<file path="src/rtl/cpb_pkg.sv">
// constants, modes and decode helpers for the configurable pad bank
package cpb_pkg;

    ////////////////////////////////////////////////////////////////////////////
    // bank geometry
    localparam int NUM_PADS = 27;
    localparam int NUM_PRI  = 10;
    localparam int NUM_GRP  = 4;

    // pad positions of the two indicator functions
    localparam int PAD_NET_STATUS = 0;
    localparam int PAD_SW_READY   = 7;

    // peripheral groups owning the additional pads
    localparam logic [1:0] GRP_WIRELESS = 2'h0; // wireless reset and sdio, pads 10..16
    localparam logic [1:0] GRP_COEX     = 2'h1; // coexistence link, pads 17..18
    localparam logic [1:0] GRP_UART     = 2'h2; // modem lines, pads 19..22
    localparam logic [1:0] GRP_SPI      = 2'h3; // spi, pads 23..26
    localparam int FIRST_COEX = 17;
    localparam int FIRST_UART = 19;
    localparam int FIRST_SPI  = 23;

    ////////////////////////////////////////////////////////////////////////////
    // reset values and masks
    localparam logic [26:0] WAKE_MASK    = 27'h0000099; // pads one, four, five, eight
    localparam logic [26:0] ALT_RST      = 27'h0000081; // indicator pads start as alt
    localparam logic [26:0] OUT_RST      = 27'h0000000;
    localparam logic [26:0] OE_N_RST     = 27'h7ffff7e; // indicator pads driven low
    localparam logic [26:0] STATUS_RST   = 27'h0000000;

    ////////////////////////////////////////////////////////////////////////////
    // pad roles
    typedef enum logic [1:0] {CPB_IN, CPB_OUT, CPB_ALT} cpb_mode_e;

    // two-bit mode code written by firmware: 0 input, 1 output, else alt
    function automatic cpb_mode_e cpb_decode(input logic [1:0] code);
        cpb_mode_e m;
        m = CPB_ALT;
        case (code)
            2'h0:    m = CPB_IN;
            2'h1:    m = CPB_OUT;
            default: m = CPB_ALT;
        endcase
        return m;
    endfunction

    // peripheral group of an additional pad
    function automatic logic [1:0] cpb_group(input int pad);
        logic [1:0] g;
        g = GRP_WIRELESS;
        if (pad >= FIRST_SPI)
            g = GRP_SPI;
        else if (pad >= FIRST_UART)
            g = GRP_UART;
        else if (pad >= FIRST_COEX)
            g = GRP_COEX;
        return g;
    endfunction

endpackage

</file>
<file path="src/rtl/cpb_sync.sv">
// two-stage synchroniser for asynchronous pad levels
`timescale 1ns/1ps
module cpb_sync #(
    parameter int WIDTH = 27
) (
    // clock and reset
    input  wire logic             clock,
    input  wire logic             reset,
    // levels
    input  wire logic [WIDTH-1:0] async_in,
    output logic      [WIDTH-1:0] sync_out
);

    logic [WIDTH-1:0] meta_r;

    // first stage feeds only the second stage
    always_ff @(posedge clock)
    begin
        if (reset)
        begin
            meta_r   <= '0;
            sync_out <= '0;
        end
        else
        begin
            meta_r   <= async_in;
            sync_out <= meta_r;
        end
    end

endmodule

</file>
<file path="src/rtl/cpb_pad_bank.sv">
// configurable general-purpose pad bank with interrupt and wakeup flags
`timescale 1ns/1ps
module cpb_pad_bank (
    // clock and reset
    input  wire logic        clock,
    input  wire logic        reset,
    // pads, three signals each
    input  wire logic [26:0] pad_in,
    output logic      [26:0] pad_out,
    output logic      [26:0] pad_oe_n,
    // role configuration, two bits per pad
    input  wire logic        mode_wr,
    input  wire logic [53:0] mode_wr_data,
    input  wire logic [3:0]  periph_unused,
    // software data access
    input  wire logic [26:0] out_wr_en,
    input  wire logic [26:0] out_wr_data,
    output logic      [26:0] out_value,
    output logic      [26:0] in_value,
    // internal alternative-function drivers
    input  wire logic [26:0] alt_out,
    input  wire logic [26:0] alt_oe,
    input  wire logic [9:0]  i2c_sel,
    input  wire logic [9:0]  i2c_pull_low,
    input  wire logic        network_status_indicator,
    input  wire logic        software_ready_indicator,
    // interrupt and wakeup flags
    input  wire logic [26:0] irq_enable,
    input  wire logic [26:0] irq_clear,
    input  wire logic [26:0] wake_enable,
    output logic      [26:0] irq_status,
    output logic             irq,
    output logic             wake
);

    cpb_pkg::cpb_mode_e mode_r   [27];
    cpb_pkg::cpb_mode_e eff_mode [27];
    logic [26:0]        pin_sync;
    logic [26:0]        pin_prev_r;
    logic [26:0]        is_in_v;
    logic [26:0]        is_out_v;
    logic [26:0]        pad_out_nxt;
    logic [26:0]        pad_oe_n_nxt;
    logic [26:0]        set_v;
    logic [26:0]        irq_status_nxt;

    ////////////////////////////////////////////////////////////////////////////
    // pad level capture
    cpb_sync #(
        .WIDTH    (27)
    ) u_sync (
        .clock    (clock),
        .reset    (reset),
        .async_in (pad_in),
        .sync_out (pin_sync)
    );

    // previous level for edge detection, and level readback
    always_ff @(posedge clock)
    begin
        if (reset)
        begin
            pin_prev_r <= '0;
            in_value   <= '0;
        end
        else
        begin
            pin_prev_r <= pin_sync;
            in_value   <= pin_sync;
        end
    end

    ////////////////////////////////////////////////////////////////////////////
    // per-pad role, output latch and drive
    genvar p;
    generate
        for (p = 0; p < 27; p++)
        begin : g_pad
            // role register, indicator pads start as alternative function
            always_ff @(posedge clock)
            begin
                if (reset)
                    mode_r[p] <= cpb_pkg::ALT_RST[p] ? cpb_pkg::CPB_ALT : cpb_pkg::CPB_IN;
                else if (mode_wr)
                    mode_r[p] <= cpb_pkg::cpb_decode(mode_wr_data[2*p +: 2]);
            end

            // output latch holds until rewritten
            always_ff @(posedge clock)
            begin
                if (reset)
                    out_value[p] <= cpb_pkg::OUT_RST[p];
                else if (out_wr_en[p])
                    out_value[p] <= out_wr_data[p];
            end

            // additional pads follow their peripheral while it is in use
            always_comb
            begin
                eff_mode[p] = mode_r[p];
                if (p >= cpb_pkg::NUM_PRI && !periph_unused[cpb_pkg::cpb_group(p)])
                    eff_mode[p] = cpb_pkg::CPB_ALT;
            end

            // drive selection for each role
            always_comb
            begin
                is_in_v[p]      = 1'b0;
                is_out_v[p]     = 1'b0;
                pad_out_nxt[p]  = 1'b0;
                pad_oe_n_nxt[p] = 1'b1;
                case (eff_mode[p])
                    cpb_pkg::CPB_IN:
                    begin
                        is_in_v[p] = 1'b1;
                    end
                    cpb_pkg::CPB_OUT:
                    begin
                        is_out_v[p]     = 1'b1;
                        pad_out_nxt[p]  = out_value[p];
                        pad_oe_n_nxt[p] = 1'b0;
                    end
                    cpb_pkg::CPB_ALT:
                    begin
                        if (p < cpb_pkg::NUM_PRI && i2c_sel[p % cpb_pkg::NUM_PRI])
                        begin
                            pad_oe_n_nxt[p] = ~i2c_pull_low[p % cpb_pkg::NUM_PRI];
                        end
                        else if (p == cpb_pkg::PAD_NET_STATUS)
                        begin
                            pad_out_nxt[p]  = network_status_indicator;
                            pad_oe_n_nxt[p] = 1'b0;
                        end
                        else if (p == cpb_pkg::PAD_SW_READY)
                        begin
                            pad_out_nxt[p]  = software_ready_indicator;
                            pad_oe_n_nxt[p] = 1'b0;
                        end
                        else
                        begin
                            pad_out_nxt[p]  = alt_out[p];
                            pad_oe_n_nxt[p] = ~alt_oe[p];
                        end
                    end
                    default:
                    begin
                        is_in_v[p] = 1'b1;
                    end
                endcase
            end
        end
    endgenerate

    // registered pad drive
    always_ff @(posedge clock)
    begin
        if (reset)
        begin
            pad_out  <= cpb_pkg::OUT_RST;
            pad_oe_n <= cpb_pkg::OE_N_RST;
        end
        else
        begin
            pad_out  <= pad_out_nxt;
            pad_oe_n <= pad_oe_n_nxt;
        end
    end

    ////////////////////////////////////////////////////////////////////////////
    // interrupt and wakeup flags
    always_comb
    begin
        set_v          = (pin_sync ^ pin_prev_r) & is_in_v & irq_enable;
        irq_status_nxt = (irq_status & ~irq_clear) | set_v; // set wins over clear
    end

    // sticky status, summary and wake request
    always_ff @(posedge clock)
    begin
        if (reset)
        begin
            irq_status <= cpb_pkg::STATUS_RST;
            irq        <= 1'b0;
            wake       <= 1'b0;
        end
        else
        begin
            irq_status <= irq_status_nxt;
            irq        <= |irq_status_nxt;
            wake       <= |(irq_status_nxt & wake_enable & cpb_pkg::WAKE_MASK);
        end
    end
endmodule

</file>
<file path="config.mk">
export PLATFORM = sky130hd
export DESIGN_NAME = cpb_pad_bank
export DESIGN_NICKNAME = d
export VERILOG_FILES = /design/src/rtl/cpb_pkg.sv /design/src/rtl/cpb_sync.sv /design/src/rtl/cpb_pad_bank.sv
export SDC_FILE = /design/constraint.sdc
export NUM_CORES = 1
export LEC_CHECK = 0
export BUFFER_PORTS_ARGS = -buffer_cell sky130_fd_sc_hd__buf_2
export CORE_AREA = 2 2 169 171
export DETAILED_ROUTE_END_ITERATION = 8
export DIE_AREA = 0 0 171 173
export HOLD_SLACK_MARGIN = 0.15
export PLACE_DENSITY = 0.69
export SLEW_MARGIN = 20
export SYNTH_ARGS = -nofsm -noshare
export SYNTH_HDL_FRONTEND = slang
export SYNTH_SLANG_ARGS = --single-unit
</file>
<file path="constraint.sdc">
create_clock -name clock -period 2.3 [get_ports clock]
set_input_delay 0.115 -clock clock [delete_from_list [all_inputs] [get_ports clock]]
set_output_delay 0.115 -clock clock [all_outputs]
set_load 0.02 [all_outputs]
</file>
# [Word-level counts from Yosys, hierarchy flattened]
# Memory sizes are Yosys's and may differ from the RTL's.
# Cells that the tools add are included.
[word_totals] reg_bits=191 out_inout_bits=137 word_cells=473 romBits=0 latchBits=0 input_bits=299 ram_bits=54 n_memories=1
[op_classes] multipliers=0 shift=0 order_cmp=0 div=0 bitwise=69 n_reduce_logical=56 add_sub_neg=0 mux=231 n_eq_ne=81
[memory_table] name="mode_r" depth=27 width=2 read_ports=27 rd_ports_with_merged_regs=0 wr=27 line_no="cpb_pad_bank.sv:36" text="cpb_pkg::cpb_mode_e mode_r [27];"
[op_table] op="2-bit two-way mux" n=98
[op_table] op="2-bit by 1-bit equality test with 1-bit output, second input constant" n=54
[op_table] op="1-bit case mux with 2 select lines" n=54
[op_table] op="2-bit case mux with 2 select lines" n=27
[op_table] op="27-bit bitwise AND" n=3
[op_table] op="2-bit equality test, second input constant" n=27
[op_table] op="2-bit zero test" n=27
[op_table] op="2-bit OR reduction" n=27
[op_table] op="1-bit two-way mux" n=52
[op_table] op="1-bit inverter" n=35
[op_table] op="27-bit inverter" n=1
[op_table] op="1-bit OR" n=27
[op_table] op="27-bit OR" n=1
[op_table] op="27-bit OR reduction" n=1
[op_table] op="27-bit XOR" n=1
[op_table] op="8-bit bitwise AND" n=1
[op_table] op="4-bit OR reduction" n=1

# [Longest topological paths before layout]
# Gate-level depths: netlist (run 1).
[depth] word_depth=9 ltp_mapped=8 ltp_nobuf=7

# [By module]
# From an unflattened synthesis (run 1), not the netlist that was laid out.
[unflattened] hier_cells=866 hier_area_um2=9561.7
[by_module_without_submodules] mod="cpb_pad_bank" cells_per_inst=753 n_inst=1 area_per_inst_um2=8117.8 seq_area_each_um2=4364.2
[by_module_without_submodules] mod="cpb_sync" cells_per_inst=113 n_inst=1 area_per_inst_um2=1443.9 seq_area_each_um2=1081.0

# [Worst setup path before layout (run 1)]
# OpenSTA, ideal clock, no wires.
[synth_path] path_kind="input to register" startpoint="input reset" endpoint="memory mode_r[0][0] (netlist name) (enable)" arrival_time_ns=1.335 setup_ns=0.388 path_buffers=2 cell_stages=3 slack_ns=0.577 cell_sequence="clkbuf_1 > clkbuf_1 > or2_2"
[synth_rtl] item="start: declaration" line_no="cpb_pad_bank.sv:6" text="input wire logic reset,"
[synth_rtl] item="end: declaration" line_no="cpb_pad_bank.sv:36"

==> metrics.cfg, run 1 <==
[detailed_routing]
wl_um = 33060
drt-initial-drc-count = 365
wl_per_cell_um = 16.82
viasPerCell = 4.572
antenna_left = 0
dr.pass1.iters = 5
drc = 0
vias = 8988

[global_route]
grt_max_degree = 187
grt-ovfl-total = 0
grt_pass1_vias = 9973
grt_pass1_wl_um = 50050
grt_util_all_layers_pct = 21.44
antenna_found_initial = 1

[timing]
finalSetupViolCount = 0
max_clock_freq_mhz = 455.6
rsz0062_at_grt = no
slew_headroom_pct = 35.60
final.setup_skew_ps = 11.53
min_period_over_period_pct = 95.43
drv_slew = 0
fin_hold_ws_ps = 202.0
fin_crit_ps = 2195
final-hold-violation-count = 0
worst_pin_slew_ps = 966.0
final.setup.tns_ps = 0

[power_and_ir_drop]
ir_drop_uv = 461.5
clock_power_share_pct = 42.8
p_switching_w = 0.002679
comb_power_share_pct = 14.7
p_leak_nw = 7.702
p_sw_share_pct = 24.13
p_int_w = 0.008423
pwr-share-seq_pct = 42.6
pwr_density_cell_nw_per_um2 = 696.9

[synth]
ys_ff_latch = 245
synth-seq-area-share_pct = 56.91
yosysUniqueCellTypes = 29
yosys_warnings = 0
netlist_area_sq_um = 9568
synthesis.nets = 1220
syn-instance-count = 867
post_synth.cell_area_avg_sq_um = 11.04

[final_layout]
layout.nets = 1918
finish.utilization_pct = 57.66
layout_common_cells = buf_2 (407), dlygate4sd3_1 (281), dfxtp_1 (191)
layout-drive-gt1-share_pct = 30.62
area_delta_synth_final_pct = 66.50
final_common_cell = buf_2
stdcell_count = 1966

[setup_path]
crit_family = buffers and inverters
cp_cell_sequence = inv_1, ha_1, a32oi_1, dlygate4sd3_1, nand2_1, nor4_4, a31oi_1
critPathMaxFanout = 2
path_buf_inv = 2
crit_required_ps = 2680
cp-end-kind = register
path_class = register to register
cp_slowest_cell = dlygate4sd3_1
arrival_ps = 2580
max_stage_delay_ps = 630
crit_path_start_kind = register

[placed_design]
place.port_buffers = 408
gp_congestion = 0.8202
dp.cells = 1631
post-dp-hpwl_um = 20090

[floorplan]
placementRows = 61
die_h_um = 173
dieArea_sq_um = 29580
pin_count = 436
core_area_sq_um = 27630
die-width_um = 171
start_util_pct = 34.63

[job]
cap_viol_max_count = 0

[min_path]
hold_path.class = primary input to register

[cts]
cts.sinks = 245
clk_pin_slew_worst_paths_ps = 60
clk_latency_ps = 540
htreeDepth = 1
root_buffer = clkbuf_16
cts_tree = yes
cts_buffers = 28
clk_path_buf_depth = 3

[status]
outcome = finished, final reports clean

==> synth_stat cells, drive strengths merged <==
master	instances	area share [%]
o22a	2	0.18
or2	18	1.2
dfxtp	191	40
nor2	70	2.7
xor2	27	2.5
o21ai	2	0.10
nand2b	20	1.3
nand4	5	0.33
a31oi	1	0.065
mux2i	52	5.4
nor4	2	0.13
a21oi	9	0.47
nor3	27	1.4
nand2	9	0.35
ha	54	7.1
buf	3	0.16
and2b	1	0.092
nor3b	25	2.0
edfxtp	54	17
nor2b	85	5.6
nand3	2	0.10
a22oi	17	1.3
and2	42	2.7
inv	87	3.4
a211o	8	0.73
clkbuf	24	0.94
a32oi	29	2.7
and3	1	0.065
==> final timing paths <==
check	endpoint	slack, ps	start	depth (start not counted)
setup / recovery	irq	110	mode_r[0][4]	7
hold / removal	pad_out[25]	200	periph_unused[3]	5
setup reg to reg	irq	110	mode_r[0][4]	7
hold reg to reg	u_sync.sync_out[3]	430	u_sync.meta_r[3]	1
==> layer usage <==
| layer | routed length (um) | vias up | track usage [%] | share of wire [%] |
|---|---|---|---|---|
| li1 | - | 4300 | - | - |
| met3 | 2159 | 119 | 4.623 | 6.5 |
| met2 | 17080 | 378 | 41.28 | 52 |
| met4 | 1694 | 0 | 10.31 | 5.1 |
| met1 | 12120 | 4191 | 21.40 | 37 |
| met5 | 0 | - | 0 | 0 |
==> worst reg2reg max path, cell delays in order, from the launching register on <==
cell and delay (ps):
edfxtp_1 360, inv_1 50, ha_1 310, a32oi_1 210, dlygate4sd3_1 630, nand2_1 140
nor4_4 240, a31oi_1 110
==> sequential cells by signal (all words and copies together), names as in the netlist <==
name and count:
wake 1, mode_r 54, pad_out 27, out_value 27, pin_prev_r 27, irq 1
u_sync.meta_r 27, pad_oe_n 27, irq_status 27, u_sync.sync_out 27
==> cells by family (layout without fill, tap and decap cells) <==
family          after synthesis  in the layout  synth area share, %
flops                       245            245                56.91
buf+inv                     114            834                4.512
compound gates               68             68                5.623
fa+ha+maj                    54             54                7.062
simple gates                307            307                17.98
other cells                   0              1                    0
xor+xnor                     27             27                2.472
mux                          52             52                5.440
==> power groups by stage <==
stage	combinational [W]	clock, W	sequential, W
floorplan	0.000503	0	0.00493
global placement	0.00117	0	0.00481
detailed placement	0.00119	0	0.00481
CTS	0.00158	0.00484	0.00472
global route	0.00176	0.00501	0.00475
finish	0.00163	0.00475	0.00473
==> area by class of cell <==
class	count	area, sq um
antenna	1	2.502
clock buffer	41	862.1
clock inverter	11	141.4
fill	2215	11700
inverter	87	326.6
multi-input combinational	508	3724
sequential	245	5445
tap	378	473.0
timing repair buffer	695	4956
==> per-stage QoR <==
stage | total power (W) | area [sq um] | setup slack (ps)
5_1_grt | 0.01152 | 15930 | 10.30
3_3_place_gp | 0.005978 | 12080 | 225.7
2_1_floorplan | 0.005436 | 9568 | 576.8
4_1_cts | 0.01113 | 15900 | 56.07
6_report | 0.01110 | 15930 | 105.1
3_5_place_dp | 0.006005 | 12080 | 165.9
==> what timing repair did <==
action,4_1_cts,5_1_grt
setup buffers,0,1
setup endpoints to repair,0,2
gates resized for setup,0,3
hold buffers,281,1
endpoints found under the hold margin,194,1
(Power assumes the default switching activity.)
==> run 2, diff against run 1 <==
--- a/config.mk
+++ b/config.mk
@@ -6,11 +6,13 @@
 export NUM_CORES = 1
 export LEC_CHECK = 0
 export BUFFER_PORTS_ARGS = -buffer_cell sky130_fd_sc_hd__buf_2
+export CELL_PAD_IN_SITES_DETAIL_PLACEMENT = 1
+export CELL_PAD_IN_SITES_GLOBAL_PLACEMENT = 1
 export CORE_AREA = 2 2 169 171
 export DETAILED_ROUTE_END_ITERATION = 8
 export DIE_AREA = 0 0 171 173
 export HOLD_SLACK_MARGIN = 0.15
-export PLACE_DENSITY = 0.69
+export PLACE_DENSITY = 0.86
 export SLEW_MARGIN = 20
 export SYNTH_ARGS = -nofsm -noshare
 export SYNTH_HDL_FRONTEND = slang
==> metrics.cfg, run 2 (same netlist as run 1, synthesis figures left out) <==
[final_layout]
layout_common_cells = buf_2 (407), dlygate4sd3_1 (273), dfxtp_1 (191)
final_common_cell = buf_2
fillCellCount = 3048  ; +38%
largest_reg_flops = 54  ; unchanged
largest_register = mode_r
stdcell_count = 1963  ; -0.15%
layout.nets = 1911  ; -0.36%
layout-drive-gt1-share_pct = 30.57  ; -0.054 points
area_delta_synth_final_pct = 65.11

[cts]
cts_tree = yes
clk_pin_slew_worst_paths_ps = 60  ; about the same
cts_buffers = 28  ; unchanged
clk_path_buf_depth = 3  ; unchanged
root_buffer = clkbuf_16
cts.sinks = 245  ; unchanged
clk_latency_ps = 550  ; about the same
htreeDepth = 1  ; unchanged

[job]
cap_viol_max_count = 0  ; unchanged

[timing]
final-hold-violation-count = 0  ; unchanged
drv_slew = 0  ; unchanged
final.setup_skew_ps = 14.25  ; +2.725 ps
min_period_over_period_pct = 97.66  ; +2.2 points
setup_slack_ps = 53.72  ; -51.34 ps
fin_crit_ps = 2246  ; +51.34 ps
worst_pin_slew_ps = 720.5  ; -245.5 ps
slew_headroom_pct = 51.97  ; +16 points
fin_hold_ws_ps = 202.0  ; +0.007000 ps
finalSetupViolCount = 0  ; unchanged
max_clock_freq_mhz = 445.2  ; -2.3%

[setup_path]
path_class = register to register
crit_path_start_kind = register
crit_required_ps = 2700  ; +20 ps
cp-end-kind = register
arrival_ps = 2640  ; +60 ps
critPathMaxFanout = 2  ; unchanged

[global_route]
grt_util_met3_pct = 7.141  ; +2.5 points
grt_pass1_vias = 11420  ; +14%
antenna_found_initial = 5  ; +4
grt_most_used_layer = met2
met2_usage_pct = 55.80  ; +15 points
grt_util_met1_pct = 28.10  ; +6.7 points
grt_max_degree = 128  ; -32%
grt_pass1_wl_um = 66520  ; +33%
grt_util_all_layers_pct = 29.56  ; +8.1 points
grt-ovfl-total = 0  ; unchanged

[floorplan]
start_util_pct = 34.63  ; unchanged
placementRows = 61  ; unchanged
die_h_um = 173  ; unchanged
die-width_um = 171  ; unchanged
dieArea_sq_um = 29580  ; unchanged
pin_count = 436  ; unchanged
core_area_sq_um = 27630  ; unchanged

[power_and_ir_drop]
pwr_density_cell_nw_per_um2 = 699.0  ; +0.30%
p_leak_nw = 7.621  ; -1.1%
ir_drop_uv = 557.2  ; +21%

[detailed_routing]
drt-initial-drc-count = 460  ; +26%
viasPerCell = 4.887  ; +6.9%
wl_um = 45050  ; +36%
wl_per_cell_um = 22.95  ; +36%
drc = 0  ; unchanged
vias = 9594  ; +6.7%
dr.pass1.iters = 4  ; -1
antenna_left = 0  ; unchanged

[placed_design]
dp_slack_ps = 178.4  ; +12.49 ps
place.port_buffers = 408  ; unchanged
post-dp-hpwl_um = 23270  ; +16%
gp_congestion = 0.8202  ; unchanged
dp.cells = 1633  ; +0.12%

[status]
outcome = finished, final reports clean

[min_path]
hold_path.class = primary input to register

## run 2: changes by cell type in the layout (fill, tap and decap cells not counted), moves of 2 or more
cell / previous run / this run
dlygate4sd3_1: 281 / 273
clkbuf_1: 4 / 11
a32oi_1: 27 / 23
a32oi_2: 2 / 6
diode_2: 1 / 5
clkbuf_8: 7 / 4
buf_4: 2 / 4
## run 2: area by class of cell
type	count	area, sq um	area share (%)
antenna	5	12.51	0.07920
clock buffer	44	822.0	5.204
clock inverter	8	100.1	0.6336
inverter	87	326.6	2.067
multi-input combinational	508	3747	23.72
sequential	245	5445	34.47
tap	378	473.0	2.994
timing repair buffer	688	4871	30.83
## run 2: metal layers
| metal | part of all wire (%) | vias to the layer above |
|---|---|---|
| li1 | - | 4274 |
| met1 | 34 | 4665 |
| met2 | 52 | 468 |
| met3 | 6.8 | 185 |
| met4 | 6.8 | 2 |
| met5 | 0.036 | - |
## run 2: worst paths after layout
path,end,cells after the start,from,slack [ps]
setup / recovery,irq,6,mode_r[0][13],50
hold / removal,mode_r[0][14],4,mode_wr,200
setup reg to reg,irq,6,mode_r[0][13],50
hold reg to reg,u_sync.sync_out[13],1,u_sync.meta_r[13],440
## run 2: repair_timing
action / CTS / global route
setup buffers: 0 / 0
hold endpoints to repair: 193 / 0
setup endpoints to repair: 0 / 1
hold buffers: 273 / 0
resized for setup: 0 / 6
## run 2: metrics by stage
| step | total power [W] | utilization (%) | TNS (ps) | instance area, sq um |
|---|---|---|---|---|
| final | 0.01104 | 57.18 | 0 | 15800 |
| after global routing | 0.01140 | 57.17 | -49.61 | 15800 |
| after CTS | 0.01088 | 56.97 | 0 | 15740 |
| after detailed placement | 0.006034 | 43.75 | 0 | 12090 |
| after floorplan | 0.005436 | - | 0 | 9568 |
| after global placement | 0.005973 | 43.75 | 0 | 12090 |
## run 2: report_power, final
group	internal, W	total, W	switching [W]
registers	0.00463	0.00475	0.000126
logic	0.000860	0.00173	0.000875
clock network	0.00267	0.00455	0.00188
## run 2: critical path, cell delays in order, from the launching register on
cell,delay [ps]
edfxtp_1,410
ha_1,340
a32oi_1,250
dlygate4sd3_1,650
nand4_1,120
nor4_1,200
a31oi_1,120
